$ cat src/rtl/nim_defs.svh
// Offsets, field positions, reset values and fixed masks of the interrupt block.
// Assumes a 32-bit classic Wishbone slave with byte addresses.
`ifndef NIM_DEFS_SVH
`define NIM_DEFS_SVH

`define NIM_OFS_MASK 8'h00
`define NIM_OFS_RSVD 8'h04
`define NIM_OFS_EVT 8'h08
`define NIM_OFS_THR 8'h0C

`define NIM_BIT_MEN 7
`define NIM_BIT_GSEL 16
`define NIM_EV_TXE 1
`define NIM_EV_TXW 2
`define NIM_EV_TXD 3
`define NIM_EV_RXF 11
`define NIM_EV_RXD 12
`define NIM_EV_PHY 13
`define NIM_EV_WAKE 14
`define NIM_EV_UP0 17
`define NIM_EV_TM0 19

`define NIM_MASK_RW 32'h0000788E
`define NIM_MASK_GRP 32'h001E0000
`define NIM_EVT_USED 32'h001E780E
`define NIM_MASK_RST 32'h00000000
`define NIM_EVT_RST 32'h00000000
`define NIM_THR_RST 16'h0000

`endif

$ cat src/rtl/nim_pkg.sv
// Types of the interrupt mask and event status block.
// Assumes nim_defs.svh supplies the numbers.
package nim_pkg;

    // Whole state of the block, one register set
    typedef struct packed {
        logic ack;
        logic [31:0] dat;
        logic [31:0] mask;
        logic [31:0] ev;
        logic [15:0] thr;
        logic [1:0] up_s1;
        logic [1:0] up_s2;
        logic [1:0] up_p;
        logic [31:0] phy_s1;
        logic [31:0] phy_s2;
        logic [31:0] phy_p;
        logic [2:0] phy_ok;
        logic txc_busy;
        logic txr_q;
        logic [1:0] tm_p;
        logic dma_pend;
    } nim_state_s;

endpackage : nim_pkg

$ cat src/rtl/nim_irq.sv
// Interrupt mask, event status and level interrupt of the network controller.
// Assumes a classic Wishbone master on clk_sys; event pulses come from the
// same clock, user pins and PHY status come from outside and are synchronised.
//
// The Wishbone slave port and the placing of the registers were decided locally.
`include "nim_defs.svh"

module nim_irq #(
    parameter int ADR_W = 8,
    parameter int PHY_W = 8,
    parameter int TMR_W = 16,
    parameter int CNT_W = 8,
    parameter int LVL_W = 16
) (
    input wire logic clk_sys,
    input wire logic nrst,
    input wire logic wb_cyc_i,
    input wire logic wb_stb_i,
    input wire logic wb_we_i,
    input wire logic [ADR_W-1:0] wb_adr_i,
    input wire logic [3:0] wb_sel_i,
    input wire logic [31:0] wb_dat_i,
    output logic [31:0] wb_dat_o,
    output logic wb_ack_o,
    input wire logic rx_frame_stored,
    input wire logic rx_xfer_done,
    input wire logic rx_desc_irq_flag,
    input wire logic [PHY_W-1:0] phy_status,
    input wire logic wake_frame_seen,
    input wire logic [1:0] user_input,
    input wire logic [TMR_W-1:0] timer0_count,
    input wire logic [TMR_W-1:0] timer0_trigger,
    input wire logic [TMR_W-1:0] timer1_count,
    input wire logic [TMR_W-1:0] timer1_trigger,
    input wire logic [CNT_W-1:0] tx_cmd_count,
    input wire logic tx_fifo_rd,
    input wire logic [LVL_W-1:0] tx_fifo_level,
    input wire logic tx_frame_fetched,
    input wire logic tx_frame_last,
    input wire logic dma_done_irq_request_flag,
    output logic irq
);

    // Refuse widths the 32-bit and 16-bit state fields cannot hold
    if (PHY_W < 1 || PHY_W > 32 || LVL_W < 1 || LVL_W > 16 || ADR_W < 8) begin : g_chk
        $error("nim_irq: unsupported parameter value");
    end

    nim_pkg::nim_state_s s_q;
    nim_pkg::nim_state_s s_d;

    logic acc;
    logic commit;
    logic hit_mask;
    logic hit_evt;
    logic hit_thr;
    logic hit_rsvd;
    logic [31:0] wm;
    logic [31:0] set;
    logic [31:0] clr;
    logic [31:0] grp;
    logic [31:0] phy_now;
    logic [1:0] tm_now;
    logic [LVL_W-1:0] thr_w;

    // Byte enables widened to a bit mask
    function automatic logic [31:0] sel_bits(input logic [3:0] sel);
        sel_bits = {{8{sel[3]}}, {8{sel[2]}}, {8{sel[1]}}, {8{sel[0]}}};
    endfunction : sel_bits

    // Word offset decode, low address bits only
    function automatic logic at_ofs(input logic [ADR_W-1:0] a, input logic [7:0] ofs);
        at_ofs = (a[7:0] == ofs);
    endfunction : at_ofs

    // Next state of the whole block
    always_comb begin
        s_d = s_q;
        acc = wb_cyc_i & wb_stb_i;
        // Access acts on the edge where the master sees ack
        commit = acc & s_q.ack;
        hit_mask = at_ofs(wb_adr_i, `NIM_OFS_MASK);
        hit_rsvd = at_ofs(wb_adr_i, `NIM_OFS_RSVD);
        hit_evt = at_ofs(wb_adr_i, `NIM_OFS_EVT);
        hit_thr = at_ofs(wb_adr_i, `NIM_OFS_THR);
        wm = sel_bits(wb_sel_i);
        thr_w = s_q.thr[LVL_W-1:0];

        // Registered ack, one cycle after the request is seen
        s_d.ack = acc & ~s_q.ack;
        if (acc & ~s_q.ack) begin
            if (hit_mask) begin
                s_d.dat = s_q.mask & `NIM_MASK_RW | s_q.mask & `NIM_MASK_GRP;
            end else if (hit_evt) begin
                s_d.dat = s_q.ev;
            end else if (hit_thr) begin
                s_d.dat = {16'h0000, s_q.thr};
            end else begin
                s_d.dat = 32'h00000000; // Reserved slot and holes read zero
            end
        end

        // Input synchronisers; the first stage feeds only the second
        s_d.up_s1 = user_input;
        s_d.up_s2 = s_q.up_s1;
        s_d.up_p = s_q.up_s2;
        phy_now = 32'h00000000;
        phy_now[PHY_W-1:0] = phy_status;
        s_d.phy_s1 = phy_now;
        s_d.phy_s2 = s_q.phy_s1;
        s_d.phy_p = s_q.phy_s2;
        // Armed once both sync stages and the history hold real samples
        s_d.phy_ok = {s_q.phy_ok[1:0], 1'b1};

        tm_now = {timer1_count == timer1_trigger, timer0_count == timer0_trigger};
        s_d.tm_p = tm_now;
        s_d.txc_busy = (tx_cmd_count != '0);
        s_d.txr_q = tx_fifo_rd;

        // Event sources
        set = 32'h00000000;
        set[`NIM_EV_RXF] = rx_frame_stored;
        set[`NIM_EV_RXD] = rx_xfer_done & rx_desc_irq_flag;
        set[`NIM_EV_PHY] = s_q.phy_ok[2] & (s_q.phy_s2 != s_q.phy_p);
        set[`NIM_EV_WAKE] = wake_frame_seen;
        set[`NIM_EV_UP0 +: 2] = s_q.up_s2 & ~s_q.up_p;
        set[`NIM_EV_TM0 +: 2] = tm_now & ~s_q.tm_p;
        set[`NIM_EV_TXE] = s_q.txc_busy & (tx_cmd_count == '0);
        // Level sampled the cycle after the read, once the FIFO count settled
        set[`NIM_EV_TXW] = s_q.txr_q & (tx_fifo_level == thr_w);

        // DMA-done request remembered across the frames of one command
        if (tx_frame_fetched) begin
            if (tx_frame_last) begin
                set[`NIM_EV_TXD] = s_q.dma_pend | dma_done_irq_request_flag;
                s_d.dma_pend = 1'b0;
            end else begin
                s_d.dma_pend = s_q.dma_pend | dma_done_irq_request_flag;
            end
        end

        // Clear on read of exactly what was returned, or write one to clear
        clr = 32'h00000000;
        if (commit & hit_evt) begin
            clr = wb_we_i ? (wb_dat_i & wm) : s_q.dat;
        end
        // A set in the clearing cycle wins, so no event is lost
        s_d.ev = ((s_q.ev & ~clr) | set) & `NIM_EVT_USED;

        // Mask register: plain bits, then the grouped set/clear bits
        grp = wb_dat_i & wm & `NIM_MASK_GRP;
        if (commit & wb_we_i & hit_mask) begin
            s_d.mask = (s_q.mask & ~(`NIM_MASK_RW & wm)) | (wb_dat_i & wm & `NIM_MASK_RW);
            if (wb_dat_i[`NIM_BIT_GSEL] & wm[`NIM_BIT_GSEL]) begin
                s_d.mask = s_d.mask | grp;
            end else begin
                s_d.mask = s_d.mask & ~grp;
            end
        end
        if (commit & wb_we_i & hit_thr) begin
            s_d.thr = (s_q.thr & ~wm[15:0]) | (wb_dat_i[15:0] & wm[15:0]);
            s_d.thr = s_d.thr & 16'(({LVL_W{1'b1}}));
        end

        if (!nrst) begin
            s_d = '0;
            s_d.mask = `NIM_MASK_RST;
            s_d.ev = `NIM_EVT_RST;
            s_d.thr = `NIM_THR_RST;
        end
    end

    // Single state register; reset folded in above
    always_ff @(posedge clk_sys) begin
        s_q <= s_d;
    end

    assign wb_dat_o = s_q.dat;
    assign wb_ack_o = s_q.ack;
    // Level irq straight from flops, so enabling with a pending event fires at once
    assign irq = s_q.mask[`NIM_BIT_MEN] & (|(s_q.ev & s_q.mask & `NIM_EVT_USED));
endmodule : nim_irq

$ cat config.mk
export PLATFORM = sky130hd
export DESIGN_NAME = nim_irq
export DESIGN_NICKNAME = d
export VERILOG_FILES = /design/src/rtl/nim_pkg.sv /design/src/rtl/nim_irq.sv
export VERILOG_INCLUDE_DIRS = /design/src /design/src/rtl
export SDC_FILE = /design/constraint.sdc
export NUM_CORES = 1
export LEC_CHECK = 0
export BUFFER_PORTS_ARGS = -buffer_cell sky130_fd_sc_hd__buf_2
export CAP_MARGIN = 20
export CORE_UTILIZATION = 30
export CTS_CLUSTER_SIZE = 28
export DETAILED_ROUTE_END_ITERATION = 6
export HOLD_SLACK_MARGIN = 0.03
export SLEW_MARGIN = 10
export SYNTH_ARGS = -nofsm -noshare
export SYNTH_HDL_FRONTEND = slang
export SYNTH_SLANG_ARGS = --single-unit
export TNS_END_PERCENT = 10
$ cat constraint.sdc
create_clock -name clk_sys -period 1.5 [get_ports clk_sys]
set_input_delay 0.15 -clock clk_sys [delete_from_list [all_inputs] [get_ports clk_sys]]
set_output_delay 0.15 -clock clk_sys [all_outputs]
set_load 0.02 [all_outputs]
-- Yosys cells after proc, flatten, opt, wreduce, memory -nomap -nowiden
Cells that the tools add are included.
- register bits after elaboration: 178
- output and inout bits: 34
- word-level logic and storage cells: 73
- equality and inequality tests: 6
- mux-type cells: 11
- bitwise gates (word level): 35
- reduce and logical (&&, ||, !) cells: 4
- operators by type and width (cell ; number):
    bitwise AND 32 bit ; 2
    two-way mux 32 bit ; 2
    bitwise AND 21 bit ; 3
    two-way mux 21 bit ; 3
    equality test 16 bit ; 3
    bitwise AND 16 bit ; 2
    != test 32 bit ; 1
    NOT 15 -> 32 bit ; 1
    NOT 21 -> 32 bit ; 1
    bitwise OR 32 x 15 -> 32 bit ; 1
    bitwise OR 32 x 21 -> 32 bit ; 1
    NOT 21 bit ; 1
    bitwise OR 15 x 21 -> 21 bit ; 1
    bitwise OR 21 bit ; 1
    equality test 8 x 4 -> 1 bit, second input constant ; 2
    zero test 8 bit ; 2
    two-way mux 16 bit ; 1
    NOT 16 bit ; 1
    bitwise OR 16 bit ; 1
    bitwise AND 1 bit ; 13
    OR reduction 11 bit ; 1
    nonzero test 8 bit ; 1
    two-way mux 6 bit ; 1
    bitwise AND 2 bit ; 2
    other kinds (4) ; 8

-- Longest topological paths before layout
Gate-level depths: netlist (run 1).
- depth after elaboration: 7
- gate-level depth with buffers: 6

-- Least setup slack after synthesis (run 1)
Ideal clock, no wire load.
- kind: register to register
- start point: register s_q (netlist bit wb_ack_o)
- end point: register with a tool-made name
- data arrival time: 1450 ps
- data required time: 1376 ps
- slack: -73 ps
- cell stages (with the launch flop): 5
- clock period less this slack: 1573 ps
- path through: dfxtp_1 > nand4_1 > nor4b_4 > nand2_1 > mux2i_1
- RTL lines (what ; line ; RTL):
    start, declared ; nim_irq.sv:49 ; nim_pkg::nim_state_s s_q;
    start signal, assigned ; nim_irq.sv:175 ; s_q <= s_d;

==> results of run 1 <==
## critical path: cells and delay by family, from the launching register on
kind	cells	cell delay [ps]
AO/OA/AOI/OAI	3	590
flip-flops	1	330
buffers and inverters	1	190
## routing by layer
layer / part of all wire [%] / vias to the layer above / wire [um] / track usage [%]
li1: - / 2010 / - / -
met3: 7.4 / 18 / 927 / 4.79
met2: 48 / 150 / 6010 / 27.8
met4: 1.8 / 2 / 223 / 5.95
met5: 0.10 / - / 13 / 0
met1: 43 / 1828 / 5430 / 20.0
## repair_timing
action                                 4_1_cts  5_1_grt
gates resized for setup                      6        6
buffers inserted                             1        0
setup endpoints to repair                   17       29
pin swaps                                    2        1
hold buffers                                13        0
endpoints found under the hold margin       12        0
## worst max-delay path by stage
stage / from / to / cells after the start
global route: s_q[145] / irq / 4
finish: flop / irq / 4
floorplan: wb_adr_i[1] / flop / 4
global placement: wb_adr_i[1] / flop / 5
detailed placement: wb_adr_i[1] / flop / 5
CTS: flop / irq / 4
## area by class of cell
| class | instances | area (sq um) | area share (%) |
|---|---|---|---|
| Multi-Input combinational cell | 350 | 2350 | 38.8 |
| Timing Repair Buffer | 204 | 1180 | 19.4 |
| Clock inverter | 3 | 46.3 | 0.764 |
| Clock buffer | 13 | 270 | 4.46 |
| Antenna cell | 1 | 2.50 | 0.0413 |
| Sequential cell | 98 | 1970 | 32.5 |
| Tap cell | 184 | 230 | 3.80 |
| Inverter | 4 | 15.0 | 0.248 |
## cells in the final DEF, fill, tap and decap left out, types with 3 or more instances in the layout
cell           instances
dlygate4sd3_1         13
nor2_1                19
or3_1                  4
o2bb2ai_1              7
o21ai_0               10
dfxtp_1               94
nand3_1               10
xor2_1                45
clkbuf_8               3
buf_2                163
inv_1                  4
a31oi_1               12
xnor2_1               11
nand2_1               55
o211ai_1               4
mux2i_1               39
a21oi_1               14
nor4_1                12
buf_4                 25
and2_1                33
nor3_1                 5
clkbuf_16              9
nand4_1                7
nor2b_1               11
dfxtp_2                4
a22oi_1               16
conb_1                12
## stage by stage
stage               std cells  instance area (sq um)
floorplan                 506                   4630
global placement          826                   5560
detailed placement        826                   5560
CTS                       856                   6030
global route              856                   6060
finish                    857                   6060
## kinds of logic (layout without fill, tap and decap cells)
logic type	after synthesis	in the layout	synth area share [%]
and+or+nand+nor	171	171	20.0
DFF	98	98	42.8
AOI/OAI and AO/OA	72	72	10.5
buffers and inverters	58	224	7.40
xor gates and xnor gates	56	56	10.7
muxes	39	39	8.52
other	1	13	0.0819
## power groups by stage
stage	Combinational (mW)	Sequential, mW	Clock [mW]
global route	0.682	2.68	2.60
floorplan	0.305	2.73	0
detailed placement	0.594	2.74	0
CTS	0.622	2.68	2.49
finish	0.620	2.68	2.41
global placement	0.582	2.74	0
==> results.toml, run 1 <==
[timing]
rsz0062_at_grt = "true"
setup_tns_ps = -105
slew_violations = 0
hold_violations = 0
timing.final.crit_share_pct = 107
worstMarginPinSlew_ps = 501
fin_crit_ps = 1610
setup_violations = 1
timing.final.ws_setup_ps = -105
clock_skew_ps = 5.34
max_clock_freq_mhz = 623
holdWs_ps = 47.2
max_slew_margin_pct = 66.3

[worst_setup_path]
crit_slowest_cell = "dfxtp_2"
worst-endpoint-arrival_ps = 1460
end_kind = "output pin"
required_ps = 1350
worstSetupStartpointType = "flop"
r2r-start = "wb_ack_o"
path_max_fanout = 2
r2r_cells = 4
cpPeakStageDelay_ps = 330
critPathKind = "flop to output pin"
cp_cell_sequence = "a22o_1 > a221oi_2 > a31oi_1 > buf_4"
reg2reg_slack_ps = 90
worstReg2RegEnd = "wb_dat_o[20]"

[job]
maxCapViolCount = 0

[synth]
synth-async-reset-ratio_pct = 0
ys_seq_area_share_pct = 42.8
yosys_warnings = 0
synth_top_area_share_pct = 42.8
synth_most_common_cell = "dfxtp_1"
synth-edff-count = 0
synthCells = 495
synthTopCellsByArea = "dfxtp_1 43%, xor2_1 8.6%, mux2i_1 8.5%"
syn_area_per_cell_sq_um = 9.25
syn_area_sq_um = 4580
ys.flop_type = "dfxtp_1"
ys_ff_latch = 98
synthTopCellsByCount = "98 x dfxtp_1, 57 x nand2_1, 45 x xor2_1, 39 x mux2i_1, 33 x and2_1"
synth_top_cell_by_area = "dfxtp_1"
synth_cell_types = 39

[cells_and_area]
fin_nets = 822
drive_above_1_share_pct = 33.0
n_fill_cell = 1440
area_delta_synth_final_pct = 32.3
final_util_pct = 41.2

[global_route]
grt_max_degree = 48
overflow = 0
antenna_found_initial = 1
grtUsageTotal_pct = 16.5
first_global_vias = 4031
grt_pass1_wl_um = 20000

[status]
status = "finished with violations"
violations = "DRC, setup timing"

[worst_hold_path]
hp-class = "input port to flop"
worstHoldStart = "wb_dat_i[15]"
whs_path_depth = 3

[detailed_routing]
ant_nets = 0
wl_per_cell_um = 14.7
route.detailed.drc = 16
routed_wl_um = 12600
drtIter0Drc = 261
drtPass1Iterations = 7
dr_total_vias = 4008
viasPerCell = 4.68

[floorplan]
die_w_um = 126
die_y_um = 126
ios = 189
fp-row-count = 44
dieArea_sq_um = 15800
start_util_pct = 31.2
coreArea_sq_um = 14700

[power]
seq_power_share_pct = 46.9
clkPwrFrac_pct = 42.2
comb_power_share_pct = 10.9
internal-power_mw = 4.39
peakVddDrop_uv = 538
p_per_area_nw_per_um2 = 943
switching_share_pct = 23.2
switching_power_mw = 1.32
fin_total_pwr_mw = 5.71
p_leak_nw = 2.83

[clock_network]
path_clk_slew_ps = 70
clk_path_buf_depth = 2
clk_latency_ps = 350
cts_tree = "done"
numCtsBuffers = 9
h-tree-depth = 3
cts_root_buf = "clkbuf_16"
clock-sinks = 98

[placement]
port_buffers = 164
dpl_worst_slack_ps = -297
dp_hpwl_um = 9990
gp_congestion = 0.803
Note: power is estimated with default switching activity, not from simulation.
==> run 2: changes to the inputs <==
Settings changed: ABC_AREA set to 1, CTS_BUF_LIST set to sky130_fd_sc_hd__clkbuf_4 sky130_fd_sc_hd__clkbuf_8 sky130_fd_sc_hd__clkbuf_16, REMOVE_ABC_BUFFERS set to 1.
==> results.toml, run 2 <==
[power]
switching_share_pct = 24.6
clkPwrFrac_pct = 43.5
p_per_area_nw_per_um2 = 897
fin_total_pwr_mw = 6.03
peakVddDrop_uv = 626
comb_power_share_pct = 11.7
p_leak_nw = 3.64
seq_power_share_pct = 44.7
switching_power_mw = 1.48
internal-power_mw = 4.55

[detailed_routing]
drtPass1Iterations = 5
ant_nets = 0
wl_per_cell_um = 11.3
dr_total_vias = 5092
viasPerCell = 4.27
routed_wl_um = 13500
route.detailed.drc = 0
drtIter0Drc = 286

[status]
status = "finished with violations"
violations = "setup timing"

[cells_and_area]
mostFrequentLayoutCell = "nand2_1"
regArea_sq_um = 1970
final_cell_mix = "230 x nand2_1, 163 x buf_2, 118 x inv_1"
design_area_sq_um = 6720
n_fill_cell = 1797
multi_input_area_sq_um = 2450
area_delta_synth_final_pct = 30.3
diodes = 0
fin_nets = 1122
drive_above_1_share_pct = 25.3

[global_route]
overflow = 0
first_global_vias = 4656
grtUsageTotal_pct = 15.9
grt_max_degree = 32
grt_pass1_wl_um = 21900
antenna_found_initial = 2

[timing]
fin_crit_ps = 1540
rsz0062_at_grt = "true"
slew_violations = 0
max_clock_freq_mhz = 648
hold_violations = 0
timing.final.crit_share_pct = 103
setup_violations = 1
clock_skew_ps = 5.97
timing.final.ws_setup_ps = -42.1
setup_tns_ps = -42.1

[worst_setup_path]
path_max_fanout = 3
end_kind = "output pin"
worstSetupStartpointType = "flop"
worst-endpoint-arrival_ps = 1390
crit_slowest_cell = "dfxtp_2"
cpPeakStageDelay_ps = 330
r2r-start = "wb_ack_o"
critPathKind = "flop to output pin"
cp_cell_sequence = "a22o_1 > a21oi_2 > nand3_2 > nand2_1 > inv_1 > buf_6"
required_ps = 1350

[synth]
ys_seq_area_share_pct = 38.0
synth-async-reset-ratio_pct = 0
synthTopCellsByArea = "dfxtp_1 38%, nand2_1 17%, inv_1 8.6%"
syn_area_per_cell_sq_um = 6.51
synth_top_area_share_pct = 38.0
syn_area_sq_um = 5160
synth_most_common_cell = "nand2_1"
ys.flop_type = "dfxtp_1"
ys_ff_latch = 98
synth_top_cell_by_area = "dfxtp_1"
synthCells = 792
yosys_warnings = 0
synth-edff-count = 0
synth_cell_types = 31
synthTopCellsByCount = "234 x nand2_1, 118 x inv_1, 98 x dfxtp_1, 94 x nor2_1, 49 x nand3_1"

[floorplan]
fp-row-count = 47
dieArea_sq_um = 17700
coreArea_sq_um = 16700
start_util_pct = 30.9
die_y_um = 133
ios = 189
die_w_um = 133

[clock_network]
clk_path_buf_depth = 2
h-tree-depth = 3
numCtsBuffers = 9
clk_latency_ps = 360
cts_tree = "done"
path_clk_slew_ps = 70
cts_root_buf = "clkbuf_16"
clock-sinks = 98

[job]
maxCapViolCount = 0

[placement]
dp_hpwl_um = 10200
dpl_cell_area_sq_um = 6100
gp_congestion = 0.842
port_buffers = 164

[worst_hold_path]
hp-class = "input port to flop"
worstHoldStart = "wb_dat_i[7]"
==> run 2: timing repair <==
item                                   CTS  global route
hold buffers                            19             0
gates resized for setup                 10             9
endpoints found under the hold margin   19             0
pin swaps                                2             3
setup endpoints to repair                1            14
buffers inserted                         4             0
==> run 2: routing by layer <==
layer  vias to the layer above  global-route usage (%)  share of wire, %
met4                         2                    4.86               1.6
met2                       172                    27.0                46
li1                       2730                       -                 -
met3                        21                    5.94               8.1
met1                      2167                    18.5                44
met5                         -                       0             0.081
==> run 2: worst max-delay path: cells and delay by family, from the launching register on <==
family	cells	cell delay, ps
AO/OA/AOI/OAI	2	370
flip-flops	1	330
AND/OR/NAND/NOR	2	160
buffers and inverters	2	160
==> run 2: cell families after synthesis <==
family	Yosys count	synth area share (%)
and+or+nand+nor	414	34.5
buffers and inverters	178	16.1
DFF	98	38.0
AOI/OAI and AO/OA	87	8.95
xor gates and xnor gates	14	2.38
other	1	0.0727
==> run 2: final timing paths <==
| check | cells past startpoint | to | slack [ps] |
|---|---|---|---|
| max | 6 | irq | -40 |
| min | 3 | flop | 50 |
| max reg2reg | 7 | flop | 190 |
| min reg2reg | 1 | s_q[143] | 400 |
==> run 2: metrics by stage <==
stage                     util, %  hold slack [ps]  worst slack [ps]  std cells
after floorplan                 -              178              -121        749
after global placement       36.5              332               113       1153
final                        40.2             50.2             -42.1       1192
after global routing         40.2             51.9              -122       1192
after CTS                    40.0             39.7             -97.6       1192
after detailed placement     36.5              334               107       1153
==> run 2: area by class of cell <==
class / instances / area share [%]
Inverter: 124 / 7.00
Clock inverter: 5 / 1.27
Sequential cell: 98 / 29.3
Tap cell: 220 / 4.10
Clock buffer: 11 / 3.76
Timing Repair Buffer: 207 / 18.0
Multi-Input combinational cell: 527 / 36.5
==> run 2: power groups by stage <==
stage | clock (mW) | sequential, mW | combinational, mW
floorplan | 0 | 2.76 | 0.288
global placement | 0 | 2.75 | 0.657
detailed placement | 0 | 2.75 | 0.662
CTS | 2.70 | 2.69 | 0.710
global route | 2.80 | 2.70 | 0.797
finish | 2.63 | 2.70 | 0.706
